==> src/logic/wsc_pkg.sv <==
/*
 * Shared constants and carrier types of the wake, shutdown and clock sequencer.
 * Assumes a 25 MHz system clock and a free-running 32 kHz oscillator input.
 */
package wsc_pkg;
	// System clock and oscillator
	localparam int CLK_HZ = 25000000;
	localparam real OSC_HZ = 32768.0;

	// Times in their own units
	localparam real SUPPLY_RESET_TIMEOUT_S = 1.5;
	localparam real WAKE_MIN_US = 1.0;
	localparam real POWER_ON_DELAY_US = 1.0;
	localparam real LOOP_TURN_ON_MS = 10.0;
	localparam real PLAIN_TURN_ON_US = 10.0;
	localparam real CLOCK_READY_DELAY_MS = 7.82;
	localparam real CLOCK_DISABLE_DELAY_MS = 1.95;
	localparam real POWER_OFF_DELAY_MS = 2.93;

	// System clock cycle counts
	localparam int WAKE_MIN_CYC = int'($ceil(WAKE_MIN_US * CLK_HZ / 1.0e6));
	localparam int POWER_ON_CYC = int'($ceil(POWER_ON_DELAY_US * CLK_HZ / 1.0e6));
	localparam int PLAIN_TURN_ON_CYC = int'($floor(PLAIN_TURN_ON_US * CLK_HZ / 1.0e6));
	localparam int LOOP_TURN_ON_CYC = int'($floor(LOOP_TURN_ON_MS * CLK_HZ / 1.0e3));

	// Oscillator tick counts, nearest to the typical delay
	localparam int SUPPLY_RESET_TICKS = int'(SUPPLY_RESET_TIMEOUT_S * OSC_HZ);
	localparam int CLOCK_READY_TICKS = int'(CLOCK_READY_DELAY_MS * OSC_HZ / 1.0e3);
	localparam int CLOCK_DISABLE_TICKS = int'(CLOCK_DISABLE_DELAY_MS * OSC_HZ / 1.0e3);
	localparam int POWER_OFF_TICKS = int'(POWER_OFF_DELAY_MS * OSC_HZ / 1.0e3);
	localparam int WDOG_PULSE_TICKS = 8;

	// Fast clock half period in system clocks
	localparam int FAST_HALF_DIV = 5;

	// Reset values
	localparam logic HOST_POWER_RST = 1'b0;
	localparam logic FAST_CLOCK_RST = 1'b0;

	// Pins from outside the clock domain
	typedef struct packed {
		logic osc_32k;
		logic supply_above;
		logic ext_reset_n;
		logic core_supply_good;
		logic wake;
	} wsc_pins_t;

	// Open-drain reset pin
	typedef struct packed {
		logic o;
		logic oe;
	} wsc_od_t;
endpackage : wsc_pkg

==> src/logic/wsc_sequencer.sv <==
/*
 * Wake, shutdown and fast clock sequencer of the data-acquisition device.
 * Assumes a 25 MHz clk, pins arriving asynchronously, host commands on clk.
 */
// How it works
// - Hold reset 1.5 s after supply good
// - Wake pulse must last at least 1 us
// - Power control rises 1 us after wake
// - Loop enabled: clock and loop within 10 ms
// - Loop disabled: clock within 10 us
// - Loop disabled: no clock-ready signal
// - Clock ready 7.82 ms after clock start
// - Clock stops 1.95 ms after shutdown
// - Power control falls 2.93 ms after shutdown
// - Clock gated by reset, monitor, power, core supply
// - Turn-on timed from later supply/reset edge
// - Fast clock always starts low
// - Reset pulses on watchdog, waits for oscillator
`timescale 1ns/1ns
module wsc_sequencer #(
	parameter int LOOP_ON_CYCLES = wsc_pkg::LOOP_TURN_ON_CYC,
	parameter int SUPPLY_TICKS = wsc_pkg::SUPPLY_RESET_TICKS,
	parameter int HALF_DIV = wsc_pkg::FAST_HALF_DIV
) (
	// Clock and reset
	input wire logic clk,
	input wire logic reset_n,
	// Asynchronous pins
	input wire logic osc_32k,
	input wire logic supply_above,
	input wire logic ext_reset_n,
	input wire logic core_supply_good,
	input wire logic wake,
	// Control from the host interface logic
	input wire logic locked_loop_enable,
	input wire logic shutdown_cmd,
	input wire logic watchdog_timeout,
	// Reset pin, open drain
	output logic reset_pin_o,
	output logic reset_pin_oe,
	// Host power and clock
	output logic host_power_control,
	output logic fast_host_clock,
	output logic frequency_locked_loop,
	output logic fast_clock_ready
);
	typedef enum {CK_OFF, CK_START, CK_RUN, CK_STOP} wsc_clk_state_t;

	wsc_pkg::wsc_pins_t pins_raw;
	wsc_pkg::wsc_pins_t pins_s;
	wsc_pkg::wsc_od_t rst_pin_q;
	wsc_clk_state_t ck_state_q;
	logic osc_q, tick, supply_ok, wdog_q, wdog_done, monitor_ok;
	logic wake_done, wake_seen_q, pwr_on_done, host_power_q;
	logic shut_q, dis_done, off_done, gate;
	logic plain_done, loop_done, turn_on_done, ready_done, ready_q;
	logic loop_q, fast_q;
	logic [7:0] div_q;

	// Pin synchronisation
	assign pins_raw = '{osc_32k: osc_32k, supply_above: supply_above,
		ext_reset_n: ext_reset_n, core_supply_good: core_supply_good, wake: wake};

	wsc_sync #(
		.WIDTH($bits(wsc_pkg::wsc_pins_t))
	) u_sync (
		.clk(clk),
		.reset_n(reset_n),
		.pin_in(pins_raw),
		.pin_sync(pins_s)
	);

	// Oscillator tick on rising edge
	always_ff @(posedge clk or negedge reset_n)
	begin
		if (!reset_n)
			osc_q <= 1'b0;
		else
			osc_q <= pins_s.osc_32k;
	end

	assign tick = pins_s.osc_32k && !osc_q;

	// Supply monitor timeout, counts only once the oscillator runs
	wsc_delay #(
		.WIDTH(17),
		.TERM(17'(SUPPLY_TICKS))
	) u_supply (
		.clk(clk),
		.reset_n(reset_n),
		.run(pins_s.supply_above),
		.step(tick),
		.done(supply_ok)
	);

	// Watchdog reset pulse
	always_ff @(posedge clk or negedge reset_n)
	begin
		if (!reset_n)
			wdog_q <= 1'b0;
		else if (watchdog_timeout)
			wdog_q <= 1'b1;
		else if (wdog_done)
			wdog_q <= 1'b0;
	end

	wsc_delay #(
		.WIDTH(4),
		.TERM(4'(wsc_pkg::WDOG_PULSE_TICKS))
	) u_wdog (
		.clk(clk),
		.reset_n(reset_n),
		.run(wdog_q),
		.step(tick),
		.done(wdog_done)
	);

	assign monitor_ok = supply_ok && !wdog_q;

	always_ff @(posedge clk or negedge reset_n)
	begin
		if (!reset_n)
			rst_pin_q <= '{o: 1'b0, oe: 1'b1};
		else
			rst_pin_q <= '{o: 1'b0, oe: !monitor_ok};
	end

	assign reset_pin_o = rst_pin_q.o;
	assign reset_pin_oe = rst_pin_q.oe;

	// Wake pulse qualification
	wsc_delay #(
		.WIDTH(8),
		.TERM(8'(wsc_pkg::WAKE_MIN_CYC))
	) u_wake (
		.clk(clk),
		.reset_n(reset_n),
		.run(pins_s.wake),
		.step(1'b1),
		.done(wake_done)
	);

	always_ff @(posedge clk or negedge reset_n)
	begin
		if (!reset_n)
			wake_seen_q <= 1'b0;
		else if (wake_done && !host_power_q)
			wake_seen_q <= 1'b1;
		else if (pwr_on_done || host_power_q)
			wake_seen_q <= 1'b0;
	end

	// Power-on delay after wake
	wsc_delay #(
		.WIDTH(8),
		.TERM(8'(wsc_pkg::POWER_ON_CYC))
	) u_pwr_on (
		.clk(clk),
		.reset_n(reset_n),
		.run(wake_seen_q && !host_power_q),
		.step(1'b1),
		.done(pwr_on_done)
	);

	// Shutdown command latch
	always_ff @(posedge clk or negedge reset_n)
	begin
		if (!reset_n)
			shut_q <= 1'b0;
		else if (shutdown_cmd && host_power_q && !off_done)
			shut_q <= 1'b1;
		else if (off_done)
			shut_q <= 1'b0;
	end

	wsc_delay #(
		.WIDTH(8),
		.TERM(8'(wsc_pkg::CLOCK_DISABLE_TICKS))
	) u_disable (
		.clk(clk),
		.reset_n(reset_n),
		.run(shut_q),
		.step(tick),
		.done(dis_done)
	);

	wsc_delay #(
		.WIDTH(8),
		.TERM(8'(wsc_pkg::POWER_OFF_TICKS))
	) u_power_off (
		.clk(clk),
		.reset_n(reset_n),
		.run(shut_q),
		.step(tick),
		.done(off_done)
	);

	// Host power control
	always_ff @(posedge clk or negedge reset_n)
	begin
		if (!reset_n)
			host_power_q <= wsc_pkg::HOST_POWER_RST;
		else if (off_done)
			host_power_q <= 1'b0;
		else if (pwr_on_done)
			host_power_q <= 1'b1;
	end

	assign host_power_control = host_power_q;

	// Clock gate; timer restarts on the later rising edge
	assign gate = pins_s.ext_reset_n && monitor_ok && host_power_q
		&& pins_s.core_supply_good;

	wsc_delay #(
		.WIDTH(9),
		.TERM(9'(wsc_pkg::PLAIN_TURN_ON_CYC))
	) u_plain_on (
		.clk(clk),
		.reset_n(reset_n),
		.run(gate),
		.step(1'b1),
		.done(plain_done)
	);

	wsc_delay #(
		.WIDTH(18),
		.TERM(18'(LOOP_ON_CYCLES))
	) u_loop_on (
		.clk(clk),
		.reset_n(reset_n),
		.run(gate && locked_loop_enable),
		.step(1'b1),
		.done(loop_done)
	);

	assign turn_on_done = locked_loop_enable ? loop_done : plain_done;

	// Fast clock state
	always_ff @(posedge clk or negedge reset_n)
	begin
		if (!reset_n)
			ck_state_q <= CK_OFF;
		else
		begin
			case (ck_state_q)
				CK_OFF:
					if (gate && !shut_q)
						ck_state_q <= CK_START;
				CK_START:
					if (!gate || dis_done)
						ck_state_q <= CK_OFF;
					else if (turn_on_done)
						ck_state_q <= CK_RUN;
				CK_RUN:
					if (!gate || dis_done)
						ck_state_q <= CK_STOP;
				CK_STOP:
					if (!fast_q)
						ck_state_q <= CK_OFF;
				default:
					ck_state_q <= CK_OFF;
			endcase
		end
	end

	// Divider, starts low and stops only after a low phase begins
	always_ff @(posedge clk or negedge reset_n)
	begin
		if (!reset_n)
		begin
			div_q <= '0;
			fast_q <= wsc_pkg::FAST_CLOCK_RST;
		end
		else if (ck_state_q == CK_RUN || (ck_state_q == CK_STOP && fast_q))
		begin
			if (div_q == 8'(HALF_DIV - 1))
			begin
				div_q <= '0;
				fast_q <= !fast_q;
			end
			else
				div_q <= div_q + 1'b1;
		end
		else
		begin
			div_q <= '0;
			fast_q <= 1'b0;
		end
	end

	assign fast_host_clock = fast_q;

	// Locked loop enable
	always_ff @(posedge clk or negedge reset_n)
	begin
		if (!reset_n)
			loop_q <= 1'b0;
		else
			loop_q <= gate && locked_loop_enable && ck_state_q != CK_OFF
				&& ck_state_q != CK_STOP;
	end

	assign frequency_locked_loop = loop_q;

	// Clock-ready delay, only with the loop enabled
	wsc_delay #(
		.WIDTH(9),
		.TERM(9'(wsc_pkg::CLOCK_READY_TICKS))
	) u_ready (
		.clk(clk),
		.reset_n(reset_n),
		.run(ck_state_q == CK_RUN && locked_loop_enable),
		.step(tick),
		.done(ready_done)
	);

	always_ff @(posedge clk or negedge reset_n)
	begin
		if (!reset_n)
			ready_q <= 1'b0;
		else
			ready_q <= ready_done && locked_loop_enable;
	end

	assign fast_clock_ready = ready_q;
endmodule : wsc_sequencer

==> src/logic/wsc_sync.sv <==
/*
 * Two-flop synchroniser for a group of pins.
 * Assumes inputs are asynchronous to clk; only the second flop is read.
 */
`timescale 1ns/1ns
module wsc_sync #(
	parameter int WIDTH = 1
) (
	// Clock and reset
	input wire logic clk,
	input wire logic reset_n,
	// Pins and synchronised copy
	input wire logic [WIDTH-1:0] pin_in,
	output logic [WIDTH-1:0] pin_sync
);
	logic [WIDTH-1:0] meta_q;

	always_ff @(posedge clk or negedge reset_n)
	begin
		if (!reset_n)
		begin
			meta_q <= '0;
			pin_sync <= '0;
		end
		else
		begin
			meta_q <= pin_in;
			pin_sync <= meta_q;
		end
	end
endmodule : wsc_sync

==> src/logic/wsc_delay.sv <==
/*
 * Delay counter: counts steps while run is high, clears when run drops.
 * Assumes step is a one-cycle strobe from the same clock domain.
 */
`timescale 1ns/1ns
module wsc_delay #(
	parameter int WIDTH = 8,
	parameter logic [WIDTH-1:0] TERM = '1
) (
	// Clock and reset
	input wire logic clk,
	input wire logic reset_n,
	// Control
	input wire logic run,
	input wire logic step,
	// Status
	output logic done
);
	logic [WIDTH-1:0] cnt_q;

	always_ff @(posedge clk or negedge reset_n)
	begin
		if (!reset_n)
			cnt_q <= '0;
		else if (!run)
			cnt_q <= '0;
		else if (step && cnt_q != TERM)
			cnt_q <= cnt_q + 1'b1;
	end

	assign done = run && (cnt_q == TERM);
endmodule : wsc_delay

==> config.mk <==
export PLATFORM = sky130hd
export DESIGN_NAME = wsc_sequencer
export DESIGN_NICKNAME = d
export VERILOG_FILES = /design/src/logic/wsc_pkg.sv /design/src/logic/wsc_sequencer.sv /design/src/logic/wsc_sync.sv /design/src/logic/wsc_delay.sv
export SDC_FILE = /design/constraint.sdc
export NUM_CORES = 1
export LEC_CHECK = 0
export CORE_UTILIZATION = 55
export CTS_BUF_LIST = sky130_fd_sc_hd__clkbuf_8
export DETAILED_ROUTE_END_ITERATION = 12
export DONT_BUFFER_PORTS = 1
export PLACE_DENSITY = 0.7
export SYNTH_ARGS = -nofsm -noshare
export SYNTH_HDL_FRONTEND = slang
export SYNTH_SLANG_ARGS = --single-unit
==> constraint.sdc <==
create_clock -name clk -period 2.24 [get_ports clk]
set_input_delay 0 -clock clk [delete_from_list [all_inputs] [get_ports clk]]
set_output_delay 0 -clock clk [all_outputs]
set_load 0.01 [all_outputs]
# Word level (Yosys, flattened, before mapping)
# Cells that the tools add are included.
word_totals:
  register_bits: 148
  inputBits: 10
  output_inout_bits: 6
  wordCells: 156
classes:
  n_addsub: 10
  eq_ne: 39
  n_mux: 37
  reduce_logical: 48
op_table:
  columns: ["op", "count"]
  rows:
  - ["32-bit two-way mux", 5]
  - ["32-bit case mux with 4 select lines", 1]
  - ["8-bit two-way mux", 10]
  - ["32-bit by 2-bit == test with 1-bit output (second input constant)", 2]
  - ["32-bit by 3-bit == test with 1-bit output (second input constant)", 2]
  - ["8-bit by 1-bit adder with 8-bit output (second input constant)", 5]
  - ["18-bit two-way mux", 2]
  - ["9-bit two-way mux", 4]
  - ["17-bit two-way mux", 2]
  - ["32-bit by 1-bit == test with 1-bit output (second input constant)", 1]
  - ["32-bit zero test", 1]
  - ["32-bit by 3-bit != test with 1-bit output (second input constant)", 1]
  - ["32-bit nonzero test", 1]
  - ["1-bit logical AND", 30]
  - ["18-bit by 1-bit adder with 18-bit output (second input constant)", 1]
  - ["9-bit by 1-bit adder with 9-bit output (second input constant)", 2]
  - ["18-bit == test (second input constant)", 1]
  - ["18-bit != test (second input constant)", 1]
  - ["17-bit by 1-bit adder with 17-bit output (second input constant)", 1]
  - ["17-bit by 16-bit == test with 1-bit output (second input constant)", 1]
  - ["17-bit by 16-bit != test with 1-bit output (second input constant)", 1]
  - ["8-bit by 5-bit == test with 1-bit output (second input constant)", 2]
  - ["8-bit by 7-bit == test with 1-bit output (second input constant)", 2]
  - ["8-bit by 5-bit != test with 1-bit output (second input constant)", 2]
  - ["18 further kinds", 53]

# Depth between registers and ports, before layout
# Gate-level depths: netlist of run 1.
depth:
  word_depth: 12
  ltp_mapped: 9
  depth_no_buf: 7

# Modules after synthesis
# A second synthesis of run 1 with hierarchy kept.
hier_totals:
  cells_unflattened: 615
  area_unflattened_um2: 6107.1
by_module_without_submodules:
  columns: ["module", "instances", "cells_per_inst", "area_per_inst_um2", "seq_area_each_um2"]
  rows:
  - ["wsc_delay at u_loop_on", 1, 104, 1006.0, 450.4]
  - ["wsc_delay at u_supply", 1, 96, 950.9, 425.4]
  - ["wsc_sequencer", 1, 93, 905.9, 476.7]
  - ["wsc_delay at u_pwr_on ...", 2, 45, 445.4, 200.2]
  - ["wsc_delay at u_ready", 1, 52, 495.5, 225.2]
  - ["wsc_delay at u_plain_on", 1, 51, 490.5, 225.2]
  - ["wsc_delay at u_disable", 1, 48, 444.2, 200.2]
  - ["wsc_delay at u_power_off", 1, 47, 444.2, 200.2]
  - ["wsc_sync", 1, 10, 250.2, 250.2]
  - ["wsc_delay at u_wdog", 1, 24, 229.0, 100.1]

# Worst setup path before layout of run 1
# Ideal clock, no wire load.
synth_timing:
  kind: "register to register"
  start: "register u_supply.cnt_q[0]"
  end: "register u_loop_on.cnt_q[10]"
  setup_time_ns: 0.069
  arrival_time_ns: 1.973
  t_required_ns: 2.171
  path_slack_ns: 0.197
  path_stages_with_launch: 10
  n_path_buf: 2
  period_less_slack_ns: 2.043
  cell_sequence: "dfrtp_1 -> inv_1 -> ha_1 -> nor4b_2 -> nand4_2 -> or3_4 -> or2_1 -> buf_6 -> buf_12 -> nor2_4"
synth_between:
  elab_chain_len: 8
  elab_cells_between_ends: 9
  classes_between: "2 x eq/ne; 1 x mux; 6 x reduce/logical"
synth_lines:
  columns: ["item", "line", "rtl"]
  rows:
  - ["start, declared", "wsc_delay.sv:19", "logic [WIDTH-1:0] cnt_q;"]
  - ["start signal, assigned", "wsc_delay.sv:28", "cnt_q <= cnt_q + 1'b1;"]
  - ["17-bit by 16-bit == test with 1-bit output *", "wsc_delay.sv:31", "assign done = run && (cnt_q == TERM);"]
  - ["1-bit logical AND *", "wsc_delay.sv:31", null]
  - ["1-bit logical AND *", "wsc_sequencer.sv:118", "assign monitor_ok = supply_ok && !wdog_q;"]
  - ["1-bit logical AND * (2 in series)", "wsc_sequencer.sv:212", "assign gate = pins_s.ext_reset_n && monitor_ok && host_power_q"]
  - ["1-bit logical AND *", "wsc_sequencer.sv:213", "&& pins_s.core_supply_good;"]
  - ["1-bit logical AND *", "wsc_sequencer.sv:232", ".run(gate && locked_loop_enable),"]
  - ["2-bit != test (no source line) or 18-bit two-way mux (tied branches)", null, null]
  - ["end signal, assigned", "wsc_delay.sv:28", null]
  - ["end, declared", "wsc_delay.sv:19", null]
# Every way passes the cells marked *; elsewhere a longest branch is shown, timed or not.
# A chain may end at the register's enable or synchronous reset.

# Final worst setup path of run 1
layout_timing:
  start: "register u_supply.cnt_q[0]"
  end: "register u_loop_on.cnt_q[5]"
# Same word-level chain as after synthesis.

==> reports/metrics.yaml, run 1 <==
grt_pass1_wl_um: 18200
htreeDepth: 4
synth_edf_count: 0
worst_r2r_path_depth: 8
io_pins: 16
whs_ns: -0.738
hold_buffer_count_at_cts: 8
status: "finished with violations"
antenna_cells: 0
worst_hold_path_type: "in2async"
finalSetupViolations: 0
synth_warnings: 0
final_period_minus_worst_setup_slack_ns: 2.09
average_wire_per_standard_cell_um: 14.1
gr-total-overflow: 0
setup.worst_path.end_class: "flop"
cp-start-kind: "flop"
worst_pin_slew_ns: 0.586
drive_gt1_frac: 0.104
cts.path.max_buffers: 2
cts_tree: "yes"
antenna_violations_before_repair: 0
r2r_setup_slack_ns: 0.15
port_buffers: 0
syn-cell-area_mm2: 0.00589
synth_top_cell_by_area: "dfrtp_1"
postSynthAreaPerCell_um2: 10.6
finalHoldViolCount: 118
worst-path-max-fanout: 19
power.density_cell_area_mw_per_mm2: 668
global_route.usage.total: 0.207
synth_cells: 556
drt_drc_violations_left: 0
die_area_mm2: 0.0111
drt_first_pass_iters: 4
worst_rel_slew_slack: 0.604
grt_pass1_vias: 3959
routed_wl_um: 10200
drt.antenna.violating_nets: 0
worstSkewPairLatency_ns: 0.43
postSynth.topFlopCell: "dfrtp_1"
number_of_buffers_created_by_cts: 17
asyncSetResetFlopFracSynth: 1.00
ctsRootBufferMaster: "clkbuf_8"
die-width_um: 106
initial_core_util: 0.568
ff_latch_count_synth: 118
synthesis.nets: 586
clkTransAtPathRegs_ns: 0.07
setup.worst_path.start: "u_supply.cnt_q[0]"
critical_path.reg2reg.startpoint: "u_supply.cnt_q[0]"
report.power.total_mw: 4.37
core_area_mm2: 0.0104
layout_worst_path_cycle_share: 0.933
via_per_inst: 5.46
syn2layout_area_growth_pct: 10.8
grt_start_max_net_pins: 119
rows: 37
cap_violations: 0
failed_checks: "negative hold slack"
fin_skew_ns: 0.00877
yosys.cell_types.count: 56
finish.net_count: 606
cts_sinks: 118
seq_area_frac_synth: 0.501
gp_congestion: 0.803
timing.setup.critical_path_class: "reg2reg"
fmaxAchievable_mhz: 478
r2r-end: "u_loop_on.cnt_q[5]"
worst_path_arrival_ns: 2.43
vdd_ir_drop_max_v: 0.000547
synth.top_cells.by_area: "dfrtp_1 50%, xnor2_1 6.5%, xor2_1 5.2%, ha_1 4.2%, nor2_1 3.4%"
setup_tns_ns: 0
place.detailed.hpwl_um: 6550
detailedRoute.firstIterationViolations: 153
drv_slew: 0
synth_largest_type_area_fraction: 0.497
rsz0062_at_grt: "no"
die-height_um: 106
critical_path_required_ns: 2.58
power.static_leakage_nw: 2.74
num_vias: 3956
## synthesized netlist by cell type (11+ instances only)
library cell and instances:
and2_1 31, and3_1 11, dfrtp_1 117, ha_1 20
inv_1 22, nand2_1 30, nand3_1 35, nand4_1 19
nor2_1 53, nor2b_1 13, xnor2_1 44, xor2_1 35
## critical path, cell delays in order (launching register included)
cell and delay [ns]:
dfrtp_1 0.42, inv_1 0.07, ha_1 0.13, nor4b_2 0.21, nand4_2 0.15, or3_4 0.41, or2_1 0.25, buf_12 0.18
nor2_1 0.16
## how the worst max path moves through the flow
stage	end
6_report	u_loop_on.cnt_q[5]
4_1_cts	u_loop_on.cnt_q[5]
2_1_floorplan	u_loop_on.cnt_q[10]
5_1_grt	u_loop_on.cnt_q[5]
3_5_place_dp	u_loop_on.cnt_q[7]
3_3_place_gp	frequency_locked_loop
## stage by stage
step	std cells	hold slack, ns	instance area [µm²]	util	worst slack (ns)
3_3_place_gp	685	-0.292	6050	0.583	0.258
3_5_place_dp	685	-0.291	6050	0.583	0.223
2_1_floorplan	556	-0.296	5890	-	0.197
5_1_grt	725	-0.770	6530	0.630	0.0361
6_report	725	-0.738	6530	0.630	0.150
4_1_cts	725	-0.767	6530	0.629	0.138
## per-layer routing
metal  wire length, µm  share of wire  track usage
met3               302          0.030       0.0476
met5                 0              0            0
met2              5020           0.49        0.334
met1              4750           0.47        0.269
met4               113          0.011       0.0873
## power breakdown
part	internal [mW]	switching (mW)	leakage (nW)
logic	0.0941	0.0673	0.914
registers	2.19	0.0525	1.61
clock network	1.13	0.830	0.219
total	3.42	0.950	2.74
## cell families (layout without fill, tap and decap cells)
logic type	count (synthesis)	in the layout	synth area share
buffers and inverters	36	69	0.0278
xor gates and xnor gates	79	79	0.117
DFF	118	118	0.501
AOI/OAI and AO/OA	31	31	0.0357
muxes	4	4	0.00701
adders and majority gates	20	20	0.0425
other	1	1	0.000636
and+or+nand+nor	267	267	0.268
## area by class of cell
cell class                      instances  area, µm²
Clock buffer                           19        262
Timing Repair Buffer                   15        145
Fill cell                             834       3840
Tap cell                              136        170
Sequential cell                       118       2950
Inverter                               22       82.6
Clock inverter                         13        139
Multi-Input combinational cell        402       2780
## flip-flops by register name (all words and copies together), names as in the netlist
signal / count
reset_pin_oe: 1
u_wdog.cnt_q: 4
u_supply.cnt_q: 17
u_sync.pin_sync: 5
fast_clock_ready: 1
frequency_locked_loop: 1
u_ready.cnt_q: 9
u_power_off.cnt_q: 8
host_power_control: 1
div_q: 8
u_plain_on.cnt_q: 9
osc_q: 1
u_disable.cnt_q: 8
u_wake.cnt_q: 8
fast_host_clock: 1
shut_q: 1
u_sync.meta_q: 5
u_loop_on.cnt_q: 18
wdog_q: 1
u_pwr_on.cnt_q: 8
wake_seen_q: 1
ck_state_q: 2
## layout by cell type (no fill, tap or decap), types with 4 or more instances in the layout
cell           count
and4_1             8
a21boi_0           4
nand4_1           19
ha_1              20
nand2_1           30
o21ai_0            6
xnor2_1           44
nor2b_1           13
nor4b_1            4
dfrtp_1          117
or3_1              6
and3_1            11
xor2_1            35
a21oi_1            9
buf_4              6
nand4b_1           4
clkbuf_8          19
nor3_1            10
dlygate4sd3_1      8
nor4_1             4
inv_1             25
and2_1            31
clkinv_2           6
nor2_4            10
nor2_1            53
nand2b_1           6
nand3_1           35
## what timing repair did
action / CTS / global route
resized for setup: 0 / 1
endpoints found under the setup margin: 0 / 2
setup buffers: 0 / 0
hold endpoints to repair: 137 / 118
No activity file was read; power rests on OpenSTA's default activity.
==> run 2, diff against run 1 <==
- ABC_AREA: default -> 1
- SLEW_MARGIN: default -> 20
==> reports/metrics.yaml, run 2 <==
grt_pass1_vias: 4741  # was 3959
gp_congestion: 0.876  # was 0.803
intPower_mw: 3.44  # was 3.42 mW
cp-start-kind: "flop"  # unchanged
average_wire_per_standard_cell_um: 12.6  # was 14.1 µm
grt_pass1_wl_um: 20600  # was 18200 µm
num_vias: 4910  # was 3956
ff_latch_count_synth: 118  # unchanged
via_per_inst: 5.29  # was 5.46
io_pins: 16  # unchanged
total_switching_power_mw: 1.00  # was 950 µW
synth_edf_count: 0  # unchanged
final_period_minus_worst_setup_slack_ns: 1.84  # was 2.09 ns
synthesis.nets: 782  # was 586
p_sw_frac: 0.226  # was 0.218
power.combinational.fraction: 0.047  # was 0.037
timing.setup.critical_path_class: "reg2reg"  # unchanged
cts_tree: "yes"  # unchanged
place.detailed.hpwl_um: 8120  # was 6550 µm
largest_register: "u_loop_on.cnt_q"  # unchanged
largest_register_ff_count: 18  # unchanged
cap_violations: 0  # unchanged
rsz0062_at_grt: "no"  # unchanged
htreeDepth: 4  # unchanged
postSynthAreaPerCell_um2: 8.09  # was 10.6 µm²
drt_drc_violations_left: 0  # unchanged
report.power.total_mw: 4.44  # was 4.37 mW
cts.path.max_buffers: 2  # unchanged
hold_buffer_count_at_cts: 8  # unchanged
crit_path_cell_trace: "inv_1 -> ha_1 -> inv_1 -> nor2_1 -> nand2_1 -> nor2_2 -> nand2_1 -> nand2_2 -> nand2_4 -> nand3_1 -> nor2_1 -> o21ai_0 -> nor2_1"  # was inv_1 -> ha_1 -> nor4b_2 -> nand4_2 -> or3_4 -> or2_1 -> buf_12 -> nor2_1
clkTransAtPathRegs_ns: 0.07  # about the same
yosys.cell_types.count: 40  # was 56
global_route.usage.total: 0.228  # was 0.207
seq_power_share: 0.505  # was 0.513
reg_top3: "u_loop_on.cnt_q (18), u_supply.cnt_q (17)"  # unchanged
postSynth.topFlopCell: "dfrtp_1"  # unchanged
antenna_cells: 0  # unchanged
drt_first_pass_iters: 5  # was 4
failed_checks: "negative hold slack"  # unchanged
critical_path.slowest_cell: "dfrtp_1"  # unchanged
die-height_um: 107  # was 106 µm
synth_warnings: 0  # unchanged
grt_start_max_net_pins: 119  # unchanged
syn-cell-area_mm2: 0.00609  # was 0.00589 mm²
pwr-share-clk: 0.448  # was 0.450
worst-path-max-fanout: 18  # was 19
status: "finished with violations"  # unchanged
setup.worst_path.end_class: "flop"  # unchanged
fin_skew_ns: 0.00674  # was 0.00877 ns
synth_cells: 752  # was 556
vdd_ir_drop_max_v: 0.000745  # was 0.000547 V
cp_common_cell: "nor2_1"
number_of_buffers_created_by_cts: 17  # unchanged
gr-total-overflow: 0  # unchanged
rows: 38  # was 37
layout_worst_path_cycle_share: 0.819  # was 0.933
finish.net_count: 806  # was 606
power.static_leakage_nw: 2.99  # was 2.74 nW
initial_core_util: 0.564  # was 0.568
layout.cells.most_common_list: "123 x inv_1, 117 x dfrtp_1, 112 x nand2_1"  # was 117 x dfrtp_1, 53 x nor2_1, 44 x xnor2_1
synthMostInstantiatedCell: "inv_1"  # was dfrtp_1
post-cts-setup-buffer-count: 0  # unchanged
core_area_mm2: 0.0108  # was 0.0104 mm²
setup_tns_ns: 0  # unchanged
detailedRoute.firstIterationViolations: 294  # was 153
drv_slew: 0  # unchanged
worst_path_arrival_ns: 2.15  # was 2.43 ns
worstSkewPairLatency_ns: 0.43  # about the same
layout.cells.most_common: "inv_1"  # was dfrtp_1
syn2layout_area_growth_pct: 10.8  # about the same
cts_sinks: 118  # unchanged
drive_gt1_frac: 0.0698  # was 0.104
synth_largest_type_area_fraction: 0.481  # was 0.497
worst_hold_path_type: "in2async"  # unchanged
post_cts_resized: 0  # unchanged
synth.top_cells.by_area: "dfrtp_1 48%, inv_1 7.4%, nand2_1 6.9%, nor2_1 6.8%, ha_1 4.1%"  # was dfrtp_1 50%, xnor2_1 6.5%, xor2_1 5.2%, ha_1 4.2%, nor2_1 3.4%
routed_wl_um: 11700  # was 10200 µm
fmaxAchievable_mhz: 545  # was 478 MHz
drt.antenna.violating_nets: 0  # unchanged
critical_path_required_ns: 2.56  # was 2.58 ns
asyncSetResetFlopFracSynth: 1.00  # unchanged
die-width_um: 107  # was 106 µm
die_area_mm2: 0.0115  # was 0.0111 mm²
post_synth_most_frequent_cells: "120 x inv_1, 117 x dfrtp_1, 112 x nand2_1, 110 x nor2_1, 48 x nand3_1"  # was 117 x dfrtp_1, 53 x nor2_1, 44 x xnor2_1, 35 x nand3_1, 35 x xor2_1
finalSetupViolations: 0  # unchanged
synth_top_cell_by_area: "dfrtp_1"  # unchanged
antenna_violations_before_repair: 0  # unchanged
port_buffers: 0  # unchanged
slowest_delay_ns: 0.40  # was 0.42 ns
ctsRootBufferMaster: "clkbuf_8"  # unchanged
finalHoldViolCount: 118  # unchanged
seq_area_frac_synth: 0.485  # was 0.501
whs_ns: -0.741  # was -0.738 ns
power.density_cell_area_mw_per_mm2: 659  # was 668 mW/mm²
## run 2: routing by layer
layer	GRT usage	wire, µm	up-vias
li1	-	-	2509
met5	0	0	-
met4	0.0900	228	0
met2	0.366	5470	78
met3	0.0663	433	25
met1	0.289	5530	2298
## run 2: through the flow
stage / cells / worst slack, ns / area [µm²] / util
2_1_floorplan: 752 / 0.611 / 6090 / -
3_3_place_gp: 889 / 0.467 / 6260 / 0.580
3_5_place_dp: 889 / 0.408 / 6260 / 0.580
4_1_cts: 928 / 0.394 / 6750 / 0.625
5_1_grt: 928 / 0.166 / 6750 / 0.625
6_report: 928 / 0.405 / 6750 / 0.625
## run 2: cell families after synthesis
logic type | count (synthesis) | share of synthesized area
XOR/XNOR | 15 | 0.0216
AO/OA/AOI/OAI | 114 | 0.105
adder cells (fa/ha/maj) | 20 | 0.0411
flip-flops | 118 | 0.485
other | 1 | 0.000616
AND/OR/NAND/NOR | 356 | 0.266
buffers and inverters | 128 | 0.0808
## run 2: path summary, 6_finish.rpt
path                                    from                 end  slack [ns]  cells past startpoint
setup / recovery           u_supply.cnt_q[0]   u_supply.cnt_q[5]        0.40                     13
hold / removal                       reset_n    u_sync.meta_q[2]       -0.74                      0
setup reg to reg           u_supply.cnt_q[0]   u_supply.cnt_q[5]        0.40                     13
hold reg to reg             u_sync.meta_q[4]  u_sync.pin_sync[4]        0.35                      0
max in group asynchronous            reset_n        reset_pin_oe        2.79                      0
min in group clk            core_supply_good    u_sync.meta_q[1]        0.11                      1
## run 2: area by class of cell
cell class / count / area (µm²)
Clock buffer: 20 / 275
Clock inverter: 11 / 134
Fill cell: 917 / 4050
Inverter: 122 / 463
Multi-Input combinational cell: 506 / 2640
Sequential cell: 118 / 2950
Tap cell: 140 / 175
Timing Repair Buffer: 11 / 103
## run 2: critical path: cells and delay by family (launching register included)
| kind | cells | cell delay, ns |
|---|---|---|
| and+or+nand+nor | 9 | 0.89 |
| DFF | 1 | 0.40 |
| adders and majority gates | 1 | 0.17 |
| AOI/OAI and AO/OA | 1 | 0.14 |
| buffers and inverters | 2 | 0.13 |
## run 2: power groups by stage
stage	clock (mW)	sequential (mW)	combinational, mW
final	1.99	2.24	0.208
after global routing	2.14	2.25	0.240
after CTS	2.04	2.24	0.213
after detailed placement	0	2.28	0.197
after global placement	0	2.28	0.181
after floorplan	0	2.27	0.157
==> run 3, diff against run 2 <==
- ABC_AREA: 1 -> 0
- clock period: 2.24 -> 1.7 ns (I/O delays scaled with it)
==> reports/metrics.yaml, run 3 (same netlist as run 1, synthesis figures left out) <==
worst_r2r_path_depth: 8  # was 13
filler_cell_count: 771  # was 917
failed_checks: "negative hold slack, negative setup slack"  # was negative hold slack
io_pins: 16  # unchanged
largest_register: "u_loop_on.cnt_q"  # unchanged
grt_pass1_wl_um: 19500  # was 20600 µm
clkTransAtPathRegs_ns: 0.08  # was 0.07 ns
cp-start-kind: "flop"  # unchanged
antenna_cells: 0  # unchanged
whs_ns: -0.740  # was -0.741 ns
final_period_minus_worst_setup_slack_ns: 1.91  # was 1.84 ns
cts_sinks: 118  # unchanged
drt.antenna.violating_nets: 0  # unchanged
finalSetupViolations: 22  # was 0
worst_path_arrival_ns: 2.27  # was 2.15 ns
largest_register_ff_count: 18  # unchanged
number_of_buffers_created_by_cts: 17  # unchanged
r2r_setup_slack_ns: -0.21  # was 0.40 ns
cts.path.max_buffers: 2  # unchanged
rsz0062_at_grt: "yes"  # was no
reg_top3: "u_loop_on.cnt_q (18), u_supply.cnt_q (17)"  # unchanged
gr-total-overflow: 0  # unchanged
critical_path_required_ns: 2.06  # was 2.56 ns
report.power.total_mw: 6.15  # was 4.44 mW
ctsRootBufferMaster: "clkbuf_8"  # unchanged
finish.net_count: 669  # was 806
hold_buffer_count_at_cts: 8  # unchanged
htreeDepth: 4  # unchanged
grt_pass1_vias: 4289  # was 4741
port_buffers: 0  # unchanged
fmaxAchievable_mhz: 524  # was 545 MHz
fin_ws_ns: -0.207  # was 0.405 ns
timing.setup.critical_path_class: "reg2reg"  # unchanged
finalHoldViolCount: 118  # unchanged
layout_worst_path_cycle_share: 1.12  # was 0.819
finish.instance_area_mm2: 0.00723  # was 0.00675 mm²
status: "finished with violations"  # unchanged
vdd_ir_drop_max_v: 0.000755  # was 0.000745 V
cts_tree: "yes"  # unchanged
setup.worst_path.end_class: "flop"  # unchanged
setup_tns_ns: -3.99  # was 0 ns
via_per_inst: 5.27  # was 5.29
drive_gt1_frac: 0.229  # was 0.0698
routed_wl_um: 11100  # was 11700 µm
final-seq-area_mm2: 0.00295  # unchanged
antenna_violations_before_repair: 0  # unchanged
die-width_um: 106  # was 107 µm
critical_path.reg2reg.startpoint: "u_supply.cnt_q[0]"  # unchanged
pre_cts_ws_ns: -0.190  # was 0.408 ns
layout.cells.most_common: "dfrtp_1"  # was inv_1
initial_core_util: 0.568  # was 0.564
syn2layout_area_growth_pct: 22.6  # was 10.8%
core_area_mm2: 0.0104  # was 0.0108 mm²
detailedRoute.firstIterationViolations: 187  # was 294
worst_hold_path_type: "in2async"  # unchanged
gp_congestion: 0.850  # was 0.876
post_dp_cell_area_mm2: 0.00647  # was 0.00626 mm²
utilization: 0.697  # was 0.625
num_vias: 4152  # was 4910
worstSkewPairLatency_ns: 0.43  # about the same
rows: 37  # was 38
average_wire_per_standard_cell_um: 14.1  # was 12.6 µm
drt_drc_violations_left: 0  # unchanged
die_area_mm2: 0.0111  # was 0.0115 mm²
layout.cells.most_common_list: "117 x dfrtp_1, 67 x buf_4, 50 x nor2_1"  # was 123 x inv_1, 117 x dfrtp_1, 112 x nand2_1
die-height_um: 106  # was 107 µm
grt_start_max_net_pins: 119  # unchanged
multiInputGateArea_mm2: 0.00293  # was 0.00264 mm²
worst-path-max-fanout: 9  # was 18
power.static_leakage_nw: 3.12  # was 2.99 nW
r2r-end: "u_loop_on.cnt_q[0]"  # was u_supply.cnt_q[5]
global_route.usage.total: 0.223  # was 0.228
drt_first_pass_iters: 4  # was 5
fin_skew_ns: 0.0125  # was 0.00674 ns
power.density_cell_area_mw_per_mm2: 851  # was 659 mW/mm²
cap_violations: 0  # unchanged
drv_slew: 0  # unchanged
place.detailed.hpwl_um: 7220  # was 8120 µm
## run 3: changes by cell type in the layout (fill, tap and decap cells not counted), sizes merged, moves of 31 or more
cell   before  now
nor2      122   63
o21ai      47    6
inv       125   23
buf         3   69
and2        0   31
a21oi      43   11
xnor2       4   44
nand2     114   30
## run 3: area by class of cell
| class | count | area share |
|---|---|---|
| multi-input combinational | 403 | 0.405 |
| clock inverter | 15 | 0.0317 |
| inverter | 22 | 0.0114 |
| timing repair buffer | 77 | 0.0873 |
| tap | 136 | 0.0235 |
| sequential | 118 | 0.409 |
| clock buffer | 17 | 0.0324 |
## run 3: metrics by stage
stage          hold WS (ns)  std cells
2_1_floorplan        -0.296        556
3_3_place_gp         -0.291        738
3_5_place_dp         -0.291        738
4_1_cts              -0.775        782
5_1_grt              -0.778        788
6_report             -0.740        788
## run 3: worst max path at each step
stage                       start             endpoint  slack, ns  cells past startpoint
6_report        u_supply.cnt_q[0]   u_loop_on.cnt_q[0]      -0.21                      8
5_1_grt        u_loop_on.cnt_q[1]   u_loop_on.cnt_q[0]      -0.27                      7
4_1_cts         u_supply.cnt_q[0]   u_loop_on.cnt_q[0]      -0.17                      8
3_5_place_dp    u_supply.cnt_q[0]        ck_state_q[1]      -0.19                      7
3_3_place_gp    u_supply.cnt_q[0]  u_loop_on.cnt_q[15]      -0.13                      8
2_1_floorplan   u_supply.cnt_q[0]  u_loop_on.cnt_q[10]      -0.27                      9
## run 3: critical path: stages, from the launching register on
cell and delay (ns):
dfrtp_1 0.38, inv_1 0.07, ha_1 0.15, nor4b_4 0.21, nand4_2 0.14, or3_4 0.35, or2_4 0.28, buf_12 0.16
nor2_1 0.10
## run 3: timing repair
action / in CTS / in global routing
endpoints found under the setup margin: 30 / 48
buffers inserted: 3 / 6
pin swaps: 3 / 10
endpoints found under the hold margin: 156 / 118
resized for setup: 7 / 20
gates cloned: 1 / 1
## run 3: per-layer routing
metal  GRT usage  vias to the layer above  share of wire
met5           0                        -              0
met4      0.0962                        0          0.012
met3      0.0532                       13          0.029
met2       0.363                       53           0.50
met1       0.285                     2019           0.46
li1            -                     2067              -
## run 3: report_power, final
part / leakage (nW) / total (mW) / internal [mW] / switching [mW]
Sequential: 1.61 / 2.94 / 2.88 / 0.0583
Clock: 0.218 / 2.94 / 1.75 / 1.18
Combinational: 1.29 / 0.277 / 0.156 / 0.121
